[src/verilog/ams_pkg.sv]
// shared constants, modes and carrier types of the converter serial control
package ams_pkg;

  // ---------------------------------------------------------------------
  // word sizes
  // ---------------------------------------------------------------------
  localparam int unsigned WORD_BITS = 32;
  localparam int unsigned CFG_BITS  = 8;
  localparam logic [4:0]  LAST_FALL = 5'h1F;   // 32nd falling edge
  localparam logic [3:0]  CFG_FULL  = 4'h8;    // config bits before use

  // ---------------------------------------------------------------------
  // config word field positions, first bit received lands in bit 7
  // ---------------------------------------------------------------------
  localparam int unsigned CFG_EN_POS  = 7;
  localparam int unsigned CFG_TMP_POS = 3;
  localparam int unsigned CFG_RJA_POS = 2;
  localparam int unsigned CFG_RJB_POS = 1;
  localparam int unsigned CFG_DBL_POS = 0;

  // ---------------------------------------------------------------------
  // output word status bits and clamp limits (sub-LSB units)
  // ---------------------------------------------------------------------
  localparam logic              EOC_BUSY  = 1'b1;
  localparam logic              EOC_DONE  = 1'b0;
  localparam logic              FIXED_LOW = 1'b0;
  localparam logic signed [32:0] RES_OVER  = 33'sh010000000;
  localparam logic signed [32:0] RES_UNDER = -33'sh010000001;

  // ---------------------------------------------------------------------
  // reset values
  // ---------------------------------------------------------------------
  localparam logic [7:0]  CFG_RST  = 8'h00;
  localparam logic [31:0] WORD_RST = 32'h00000000;

  // conversion mode as applied to the core
  typedef struct packed {
    logic temp_sel;
    logic rej_a;
    logic rej_b;
    logic dbl;
  } ams_mode_t;

  localparam ams_mode_t MODE_RST = '{1'b0, 1'b0, 1'b0, 1'b0};

  // the three host pins after synchronising
  typedef struct packed {
    logic cs_n;
    logic sck;
    logic si_bit;
  } ams_pins_t;

  // converter cycle, gray along conv -> sleep -> output
  typedef enum logic [1:0] {
    ST_CONV  = 2'b00,
    ST_SLEEP = 2'b01,
    ST_DOUT  = 2'b11
  } ams_st_t;

  typedef struct packed {
    ams_st_t   st;
    logic      sub;
    logic      req;
    logic      rose;
    logic [3:0] rcnt;
    logic [4:0] fcnt;
    logic [7:0] cfg;
    ams_mode_t act;
    logic [31:0] smp_a;
    logic [31:0] word;
    logic      sck_d;
    logic      start;
    logic      chop;
    logic      so_bit;
    logic      oe_n;
  } ams_state_t;

endpackage : ams_pkg

[src/verilog/ams_sync.sv]
// two-flop synchroniser for a group of pin inputs
`timescale 1ns/1ps
module ams_sync
  import ams_pkg::*;
#(
  parameter int unsigned W = 3
)(
  input  wire logic         sys_clk,
  input  wire logic         rst,
  input  wire logic         clk_en,
  input  wire logic [W-1:0] d,
  output logic      [W-1:0] q
);

  // ---------------------------------------------------------------------
  // one chain per bit; first stage feeds only the second
  // ---------------------------------------------------------------------
  genvar i;
  generate
    for (i = 0; i < W; i = i + 1) begin : g_bit
      logic s1_r;
      logic s2_r;
      always_ff @(posedge sys_clk or posedge rst) begin
        if (rst) begin
          s1_r <= 1'b1;
          s2_r <= 1'b1;
        end else if (clk_en) begin
          s1_r <= d[i];
          s2_r <= s1_r;
        end
      end
      assign q[i] = s2_r;
    end
  endgenerate

endmodule : ams_sync

[src/verilog/ams_fmt.sv]
// combines core samples and packs the 32-bit result word
`timescale 1ns/1ps
module ams_fmt
  import ams_pkg::*;
(
  input  wire logic [31:0] sample_a,
  input  wire logic [31:0] sample_b,
  input  wire logic        dbl,
  output logic      [31:0] word
);

  logic signed [32:0] a_x;
  logic signed [32:0] b_x;
  logic signed [32:0] diff;
  logic signed [32:0] val;
  logic        [29:0] clip;

  // ---------------------------------------------------------------------
  // offset removal, clamp, status bits
  // ---------------------------------------------------------------------
  always_comb begin
    a_x  = $signed({sample_a[31], sample_a});
    b_x  = $signed({sample_b[31], sample_b});
    // b is taken with the input reversed, so offset cancels in a-b
    diff = a_x - b_x;
    val  = dbl ? a_x : (diff >>> 1);
    // out of range clamps to the one-past-full-scale codes
    if (val > RES_OVER) begin
      clip = RES_OVER[29:0];
    end else if (val < RES_UNDER) begin
      clip = RES_UNDER[29:0];
    end else begin
      clip = val[29:0];
    end
    // sign inverted so positive reads 1; 11 over, 00 under
    word = {EOC_DONE, FIXED_LOW, ~clip[29], clip[28:0]};
  end

endmodule : ams_fmt

[src/verilog/ams_ctrl.sv]
// serial-side control of the converter: modes, conversions, result shift
`timescale 1ns/1ps
// Notes on behaviour
// - temp select with enable converts temperature sensor
// - enable low keeps all previous modes
// - rejection bits: 00 both, 01 50Hz, 10 60Hz
// - speed bit selects normal or double rate
// - temperature input always runs normal speed
// - normal speed combines two conversions removing offset
// - word: three status, 24 result, five sub
// - early chip select rise aborts, starts conversion
// - end flag driven while selected, high converting
// - bit 30 always low
// - bit 29 is sign, high positive
// - bits 29,28 flag over and under range
// - out of range clamps one LSB past
// - deselected: output released, clock pulses ignored
// - bit 30 on first fall, bit 0 31st
// - 32nd fall drives output high, new conversion
// - one conversion per word, no pipeline
// - config: enable, three spare, temp, rejection, speed
// - input sampled rising, output changed falling
// - after reset external, both rejection, normal
// - release before first rise returns to sleep
module ams_ctrl
  import ams_pkg::*;
(
  input  wire logic        sys_clk,
  input  wire logic        rst,
  input  wire logic        clk_en,
  input  wire logic        cs_n_pin,
  input  wire logic        sck_pin,
  input  wire logic        serial_in,
  input  wire logic        core_done,
  input  wire logic [31:0] core_sample,
  output logic             core_start,
  output logic             core_chop,
  output logic             temp_input_select,
  output logic             rejection_bit_a,
  output logic             rejection_bit_b,
  output logic             double_rate_select,
  output logic             serial_out,
  output logic             serial_out_oe_n
);

  // ---------------------------------------------------------------------
  // declarations
  // ---------------------------------------------------------------------
  ams_state_t r;
  ams_state_t n;
  ams_pins_t  pin_raw;
  ams_pins_t  pin_s;
  logic       sck_rise;
  logic       sck_fall;
  logic [31:0] fmt_a;
  logic [31:0] fmt_word;

  // ---------------------------------------------------------------------
  // config decode
  // ---------------------------------------------------------------------
  // a short or disabled word, or the reserved pair, keeps the old mode
  function automatic ams_mode_t cfg_decode(
    input logic [7:0] cfg,
    input logic [3:0] nbits,
    input ams_mode_t  prev
  );
    ams_mode_t m;
    m = prev;
    if (nbits == CFG_FULL && cfg[CFG_EN_POS]
        && !(cfg[CFG_RJA_POS] && cfg[CFG_RJB_POS])) begin
      m.temp_sel = cfg[CFG_TMP_POS];
      m.rej_a    = cfg[CFG_RJA_POS];
      m.rej_b    = cfg[CFG_RJB_POS];
      // temperature input forces normal speed
      m.dbl      = cfg[CFG_DBL_POS] & ~cfg[CFG_TMP_POS];
    end
    return m;
  endfunction : cfg_decode

  // ---------------------------------------------------------------------
  // pin synchronisers
  // ---------------------------------------------------------------------
  // pins come from the host's domain, so two flops before any use
  assign pin_raw.cs_n   = cs_n_pin;
  assign pin_raw.sck    = sck_pin;
  assign pin_raw.si_bit = serial_in;

  ams_sync #(
    .W       (3)
  ) u_sync (
    .sys_clk (sys_clk),
    .rst     (rst),
    .clk_en  (clk_en),
    .d       (pin_raw),
    .q       (pin_s)
  );

  // edges of the synchronised serial clock
  assign sck_rise = pin_s.sck & ~r.sck_d;
  assign sck_fall = ~pin_s.sck & r.sck_d;

  // ---------------------------------------------------------------------
  // result formatting
  // ---------------------------------------------------------------------
  // second pass pairs the held first sample with the new one
  assign fmt_a = r.sub ? r.smp_a : core_sample;

  ams_fmt u_fmt (
    .sample_a (fmt_a),
    .sample_b (core_sample),
    .dbl      (r.act.dbl),
    .word     (fmt_word)
  );

  // ---------------------------------------------------------------------
  // next-state logic
  // ---------------------------------------------------------------------
  always_comb begin
    n       = r;
    n.start = 1'b0;
    n.sck_d = pin_s.sck;
    unique case (r.st)
      // conversion: one pass at double rate, two passes otherwise
      ST_CONV: begin
        if (!r.req) begin
          n.start = 1'b1;
          n.chop  = r.sub;
          n.req   = 1'b1;
        end else if (core_done) begin
          n.req = 1'b0;
          if (!r.sub && !r.act.dbl) begin
            n.smp_a = core_sample;
            n.sub   = 1'b1;
          end else begin
            // word built from this cycle's passes only
            n.word = fmt_word;
            n.sub  = 1'b0;
            n.st   = ST_SLEEP;
          end
        end
      end
      // sleep: result held until the host selects
      ST_SLEEP: begin
        if (!pin_s.cs_n) begin
          n.st   = ST_DOUT;
          n.rose = 1'b0;
          n.rcnt = 4'h0;
          n.fcnt = 5'h00;
        end
      end
      // data output and config input
      ST_DOUT: begin
        if (pin_s.cs_n) begin
          if (r.rose) begin
            // abort: drop the rest and convert again
            n.st  = ST_CONV;
            n.req = 1'b0;
            n.sub = 1'b0;
            n.act = cfg_decode(r.cfg, r.rcnt, r.act);
          end else begin
            n.st = ST_SLEEP;
          end
        end else begin
          if (sck_rise) begin
            n.rose = 1'b1;
            // only the first eight bits form the config word
            if (r.rcnt < CFG_FULL) begin
              n.cfg  = {r.cfg[6:0], pin_s.si_bit};
              n.rcnt = r.rcnt + 4'h1;
            end
          end
          // a fall before the first rise shifts nothing
          if (sck_fall && r.rose) begin
            // ones fill in so the 32nd fall leaves the pin high
            n.word = {r.word[30:0], EOC_BUSY};
            n.fcnt = r.fcnt + 5'h01;
            if (r.fcnt == LAST_FALL) begin
              n.st  = ST_CONV;
              n.req = 1'b0;
              n.sub = 1'b0;
              n.act = cfg_decode(r.cfg, r.rcnt, r.act);
            end
          end
        end
      end
      default: begin
        n.st = ST_CONV;
      end
    endcase
    // pin drive: released while deselected, busy flag while converting
    n.oe_n = pin_s.cs_n;
    if (n.st == ST_CONV) begin
      n.so_bit = EOC_BUSY;
    end else begin
      n.so_bit = n.word[31];
    end
  end

  // ---------------------------------------------------------------------
  // state register
  // ---------------------------------------------------------------------
  // reset starts a conversion in the default mode at the first enable
  always_ff @(posedge sys_clk or posedge rst) begin
    if (rst) begin
      r.st    <= ST_CONV;
      r.sub   <= 1'b0;
      r.req   <= 1'b0;
      r.rose  <= 1'b0;
      r.rcnt  <= 4'h0;
      r.fcnt  <= 5'h00;
      r.cfg   <= CFG_RST;
      r.act   <= MODE_RST;
      r.smp_a <= WORD_RST;
      r.word  <= WORD_RST;
      r.sck_d <= 1'b1;
      r.start <= 1'b0;
      r.chop  <= 1'b0;
      r.so_bit <= EOC_BUSY;
      r.oe_n  <= 1'b1;
    end else if (clk_en) begin
      r <= n;
    end
  end

  // ---------------------------------------------------------------------
  // outputs, all straight from the state register
  // ---------------------------------------------------------------------
  assign core_start         = r.start;
  assign core_chop          = r.chop;
  assign temp_input_select  = r.act.temp_sel;
  assign rejection_bit_a    = r.act.rej_a;
  assign rejection_bit_b    = r.act.rej_b;
  assign double_rate_select = r.act.dbl;
  assign serial_out         = r.so_bit;
  assign serial_out_oe_n    = r.oe_n;

endmodule : ams_ctrl

[config.mk]
export PLATFORM = sky130hd
export DESIGN_NAME = ams_ctrl
export DESIGN_NICKNAME = d
export VERILOG_FILES = /design/src/verilog/ams_pkg.sv /design/src/verilog/ams_sync.sv /design/src/verilog/ams_fmt.sv /design/src/verilog/ams_ctrl.sv
export SDC_FILE = /design/constraint.sdc
export NUM_CORES = 1
export LEC_CHECK = 0
export BUFFER_PORTS_ARGS = -buffer_cell sky130_fd_sc_hd__buf_4
export CAP_MARGIN = 20
export CORE_MARGIN = 10
export CORE_UTILIZATION = 55
export DETAILED_ROUTE_END_ITERATION = 10
export GPL_ROUTABILITY_DRIVEN = 0
export PLACE_DENSITY = 0.84
export SLEW_MARGIN = 10
export SYNTH_ARGS = -nofsm -noshare
export SYNTH_HDL_FRONTEND = slang
export SYNTH_SLANG_ARGS = --single-unit
[constraint.sdc]
create_clock -name sys_clk -period 11.65 [get_ports sys_clk]
set_input_delay 1.165 -clock sys_clk [delete_from_list [all_inputs] [get_ports sys_clk]]
set_output_delay 1.165 -clock sys_clk [all_outputs]
set_load 0.1 [all_outputs]
==> flow_metrics.tcl <==
set metrics [dict create \
    row_count 43 \
    antennaDiodeCount 0 \
    syn_nets 1013 \
    regToRegStartpoint "r[92]" \
    final-hold-violation-count 0 \
    finalNonFillerCells 1131 \
    fin_skew_ns 0.00874 \
    fin_crit_sh_pct 48.6 \
    slew_violations 0 \
    core_area_mm2 0.0139 \
    antenna_found_initial 0 \
    setup_tns_ns 0 \
    cts_made_buffers 9 \
    ys_types 80 \
    root_buffer "clkbuf_16" \
    die_w_um 139 \
    dieHeight_um 139 \
    rsz0062_at_grt "no" \
    drive_gt1_share_pct 15.9 \
    max_freq_mhz 177 \
    setup_violations 0 \
    synth_seq_area_share_pct 32.6 \
    syn-instance-count 931 \
    cts_setup_buffers 0 \
    dpl.cell_count 1115 \
    ys.warnings.count 0 \
    fin_total_pwr_mw 1.18 \
    status "finished, final reports clean" \
    start_kind "flop" \
    synthArstFlopShare_pct 100 \
    critPathCaptureType "flop" \
    path_class "reg -> reg" \
    crit-reg2reg-capture "r[22]" \
    htreeDepth 3 \
    tightest_slew_ns 1.06 \
    synth_edf_count 0 \
    p_leak_nw 3.90 \
    fin_nets 1028 \
    peakVddDrop_uv 101 \
    post-route-drc-count 0 \
    critPathMaxFanout 37 \
    cp.required_ns 11.91 \
    cts_tree "built" \
    vias_per_cell 6.31 \
    antenna_left 0 \
    min_path_cells 2 \
    initial_core_util_pct 56.1 \
    grt_pass1_wl_um 32700 \
    hold_end "r[35]" \
    cts_hold_buf 0 \
    routedWlPerCell_um 17.1 \
    maxSlewHeadroom_pct 29.1 \
    wl_um 19300 \
    path_clk_slew_ns 0.07 \
    dr.pass1.iters 6 \
    hp-class "reg -> reg" \
    grt_use_total_pct 19.5 \
    min-delay-start "r[35]" \
    rrSetupSlack_ns 5.99 \
    grt_pass1_vias 6857 \
    worstSkewPairLatency_ns 0.36 \
    clock_sinks 101 \
    p_per_area_mw_per_mm2 139 \
    cts.repair.resized 0 \
    io_pins 47 \
    vias 7139 \
    fillers 1208 \
    dp_hpwl_um 14200 \
    grt_max_degree 78 \
    drt_iter0_markers 675 \
    cap_violations 0 \
    portBuffers 46 \
    area_growth_pct 8.86 \
    die-area_mm2 0.0193 \
    crit_arrival_ns 5.92 \
    r2r_cells 16 \
    synth_ff_type "dfrtp_1" \
    clockBufferDepth 2 \
    postSynthAreaPerCell_um2 8.37 \
    startpoint "r[92]" \
    synthesis.area_mm2 0.00779 \
    ys_seq_elements 101 \
    utilization_pct 61.1 \
    fin_crit_ns 5.66 \
    overflow 0 \
]
-- worst max-delay path, stage by stage, from the launching register on --
cell      delay (ns)
dfrtp_2         0.61
buf_4           0.41
inv_1           0.18
a21boi_0        0.37
inv_1           0.12
ha_1            0.44
a21oi_1         0.28
o21ai_0         0.22
a211oi_1        0.33
o22ai_2         0.18
a311o_1         0.44
nor4bb_1        0.16
nor3_1          0.39
nor3_1          0.17
a211oi_4        0.89
nor2_1          0.19
o22ai_2         0.16
-- Yosys cell counts (8+ instances only) --
cell	n	area, µm²
nor2b_1	10	62.6
nand3_1	17	85.1
o211ai_1	11	82.6
clkbuf_1	35	131
inv_1	64	240
ha_1	42	526
nor3_1	16	80.1
a211oi_1	10	75.1
a31oi_1	11	68.8
o21ai_1	23	115
dfstp_2	9	236
dfrtp_1	92	2300
mux2_2	50	563
nor2_1	79	297
a21oi_1	73	365
o31ai_1	11	82.6
nor4_1	12	75.1
nand2_1	77	289
nand4_1	19	119
nand2b_1	8	50.1
mux2i_1	13	130
and3_1	29	181
buf_2	9	45.0
o21ai_0	66	330
o21a_1	12	90.1
-- metrics by stage --
| stage | setup slack (ns) | cell area (µm²) | hold slack [ns] |
|---|---|---|---|
| 2_1_floorplan | 7.15 | 7790 | 0.438 |
| 3_3_place_gp | 6.12 | 8200 | 0.450 |
| 3_5_place_dp | 6.06 | 8200 | 0.458 |
| 4_1_cts | 6.09 | 8480 | 0.474 |
| 5_1_grt | 5.61 | 8480 | 0.503 |
| 6_report | 5.99 | 8480 | 0.473 |
-- final cells by class --
cell class | instances | area [µm²] | share of cell area [%]
timing repair buffer | 54 | 405 | 4.78
tap | 180 | 225 | 2.65
inverter | 65 | 246 | 2.91
clock buffer | 10 | 229 | 2.70
multi-input combinational | 715 | 4780 | 56.4
sequential | 101 | 2540 | 29.9
clock inverter | 6 | 53.8 | 0.634
-- worst max path at each step --
| stage | to | slack, ns | cells after the start |
|---|---|---|---|
| 2_1_floorplan | r[19] | 7.15 | 16 |
| 3_3_place_gp | r[20] | 6.12 | 15 |
| 3_5_place_dp | r[20] | 6.06 | 15 |
| 4_1_cts | r[22] | 6.09 | 16 |
| 5_1_grt | r[20] | 5.61 | 16 |
| 6_report | r[22] | 5.99 | 16 |
-- cell families (layout without fill, tap and decap cells) --
kind of cell | Yosys count | after routing | synth area share, %
mux | 63 | 63 | 8.90
fa+ha+maj | 43 | 43 | 7.00
buf+inv | 115 | 135 | 6.07
xor+xnor | 10 | 10 | 1.12
compound gates | 290 | 290 | 24.4
simple gates | 309 | 309 | 20.0
flops | 101 | 101 | 32.6
-- cell usage in the layout (no fill, tap or decap), drive strengths merged, types with 16 or more instances in the layout --
master,count
a21oi,74
and3,29
buf,54
dfrtp,92
ha,42
inv,69
mux2,50
nand2,77
nand3,17
nand4,19
nor2,79
nor3,16
o21ai,90
-- per-layer routing --
layer	wire [µm]	GRT usage (%)	share of wire (%)	up-vias
li1	-	-	-	3438
met1	8150	23.8	42	3377
met2	9260	32.8	48	275
met3	1330	4.32	6.9	49
met4	566	7.25	2.9	0
met5	0	0	0	-
-- sequential cells by signal, summed over array words and instances (netlist names) --
| name | count |
|---|---|
| u_sync.g_bit.s1_r | 3 |
| serial_out_oe_n | 1 |
| core_start | 1 |
| rejection_bit_a | 1 |
| u_sync.g_bit.s2_r | 3 |
| core_chop | 1 |
| temp_input_select | 1 |
| double_rate_select | 1 |
| serial_out | 1 |
| rejection_bit_b | 1 |
| r | 87 |
-- power by group --
| part | internal [mW] | total [mW] | switching [mW] | leakage, nW |
|---|---|---|---|---|
| registers | 0.421 | 0.460 | 0.0389 | 1.34 |
| clock network | 0.150 | 0.294 | 0.145 | 0.136 |
| logic | 0.151 | 0.426 | 0.275 | 2.42 |
(Power assumes the default switching activity.)
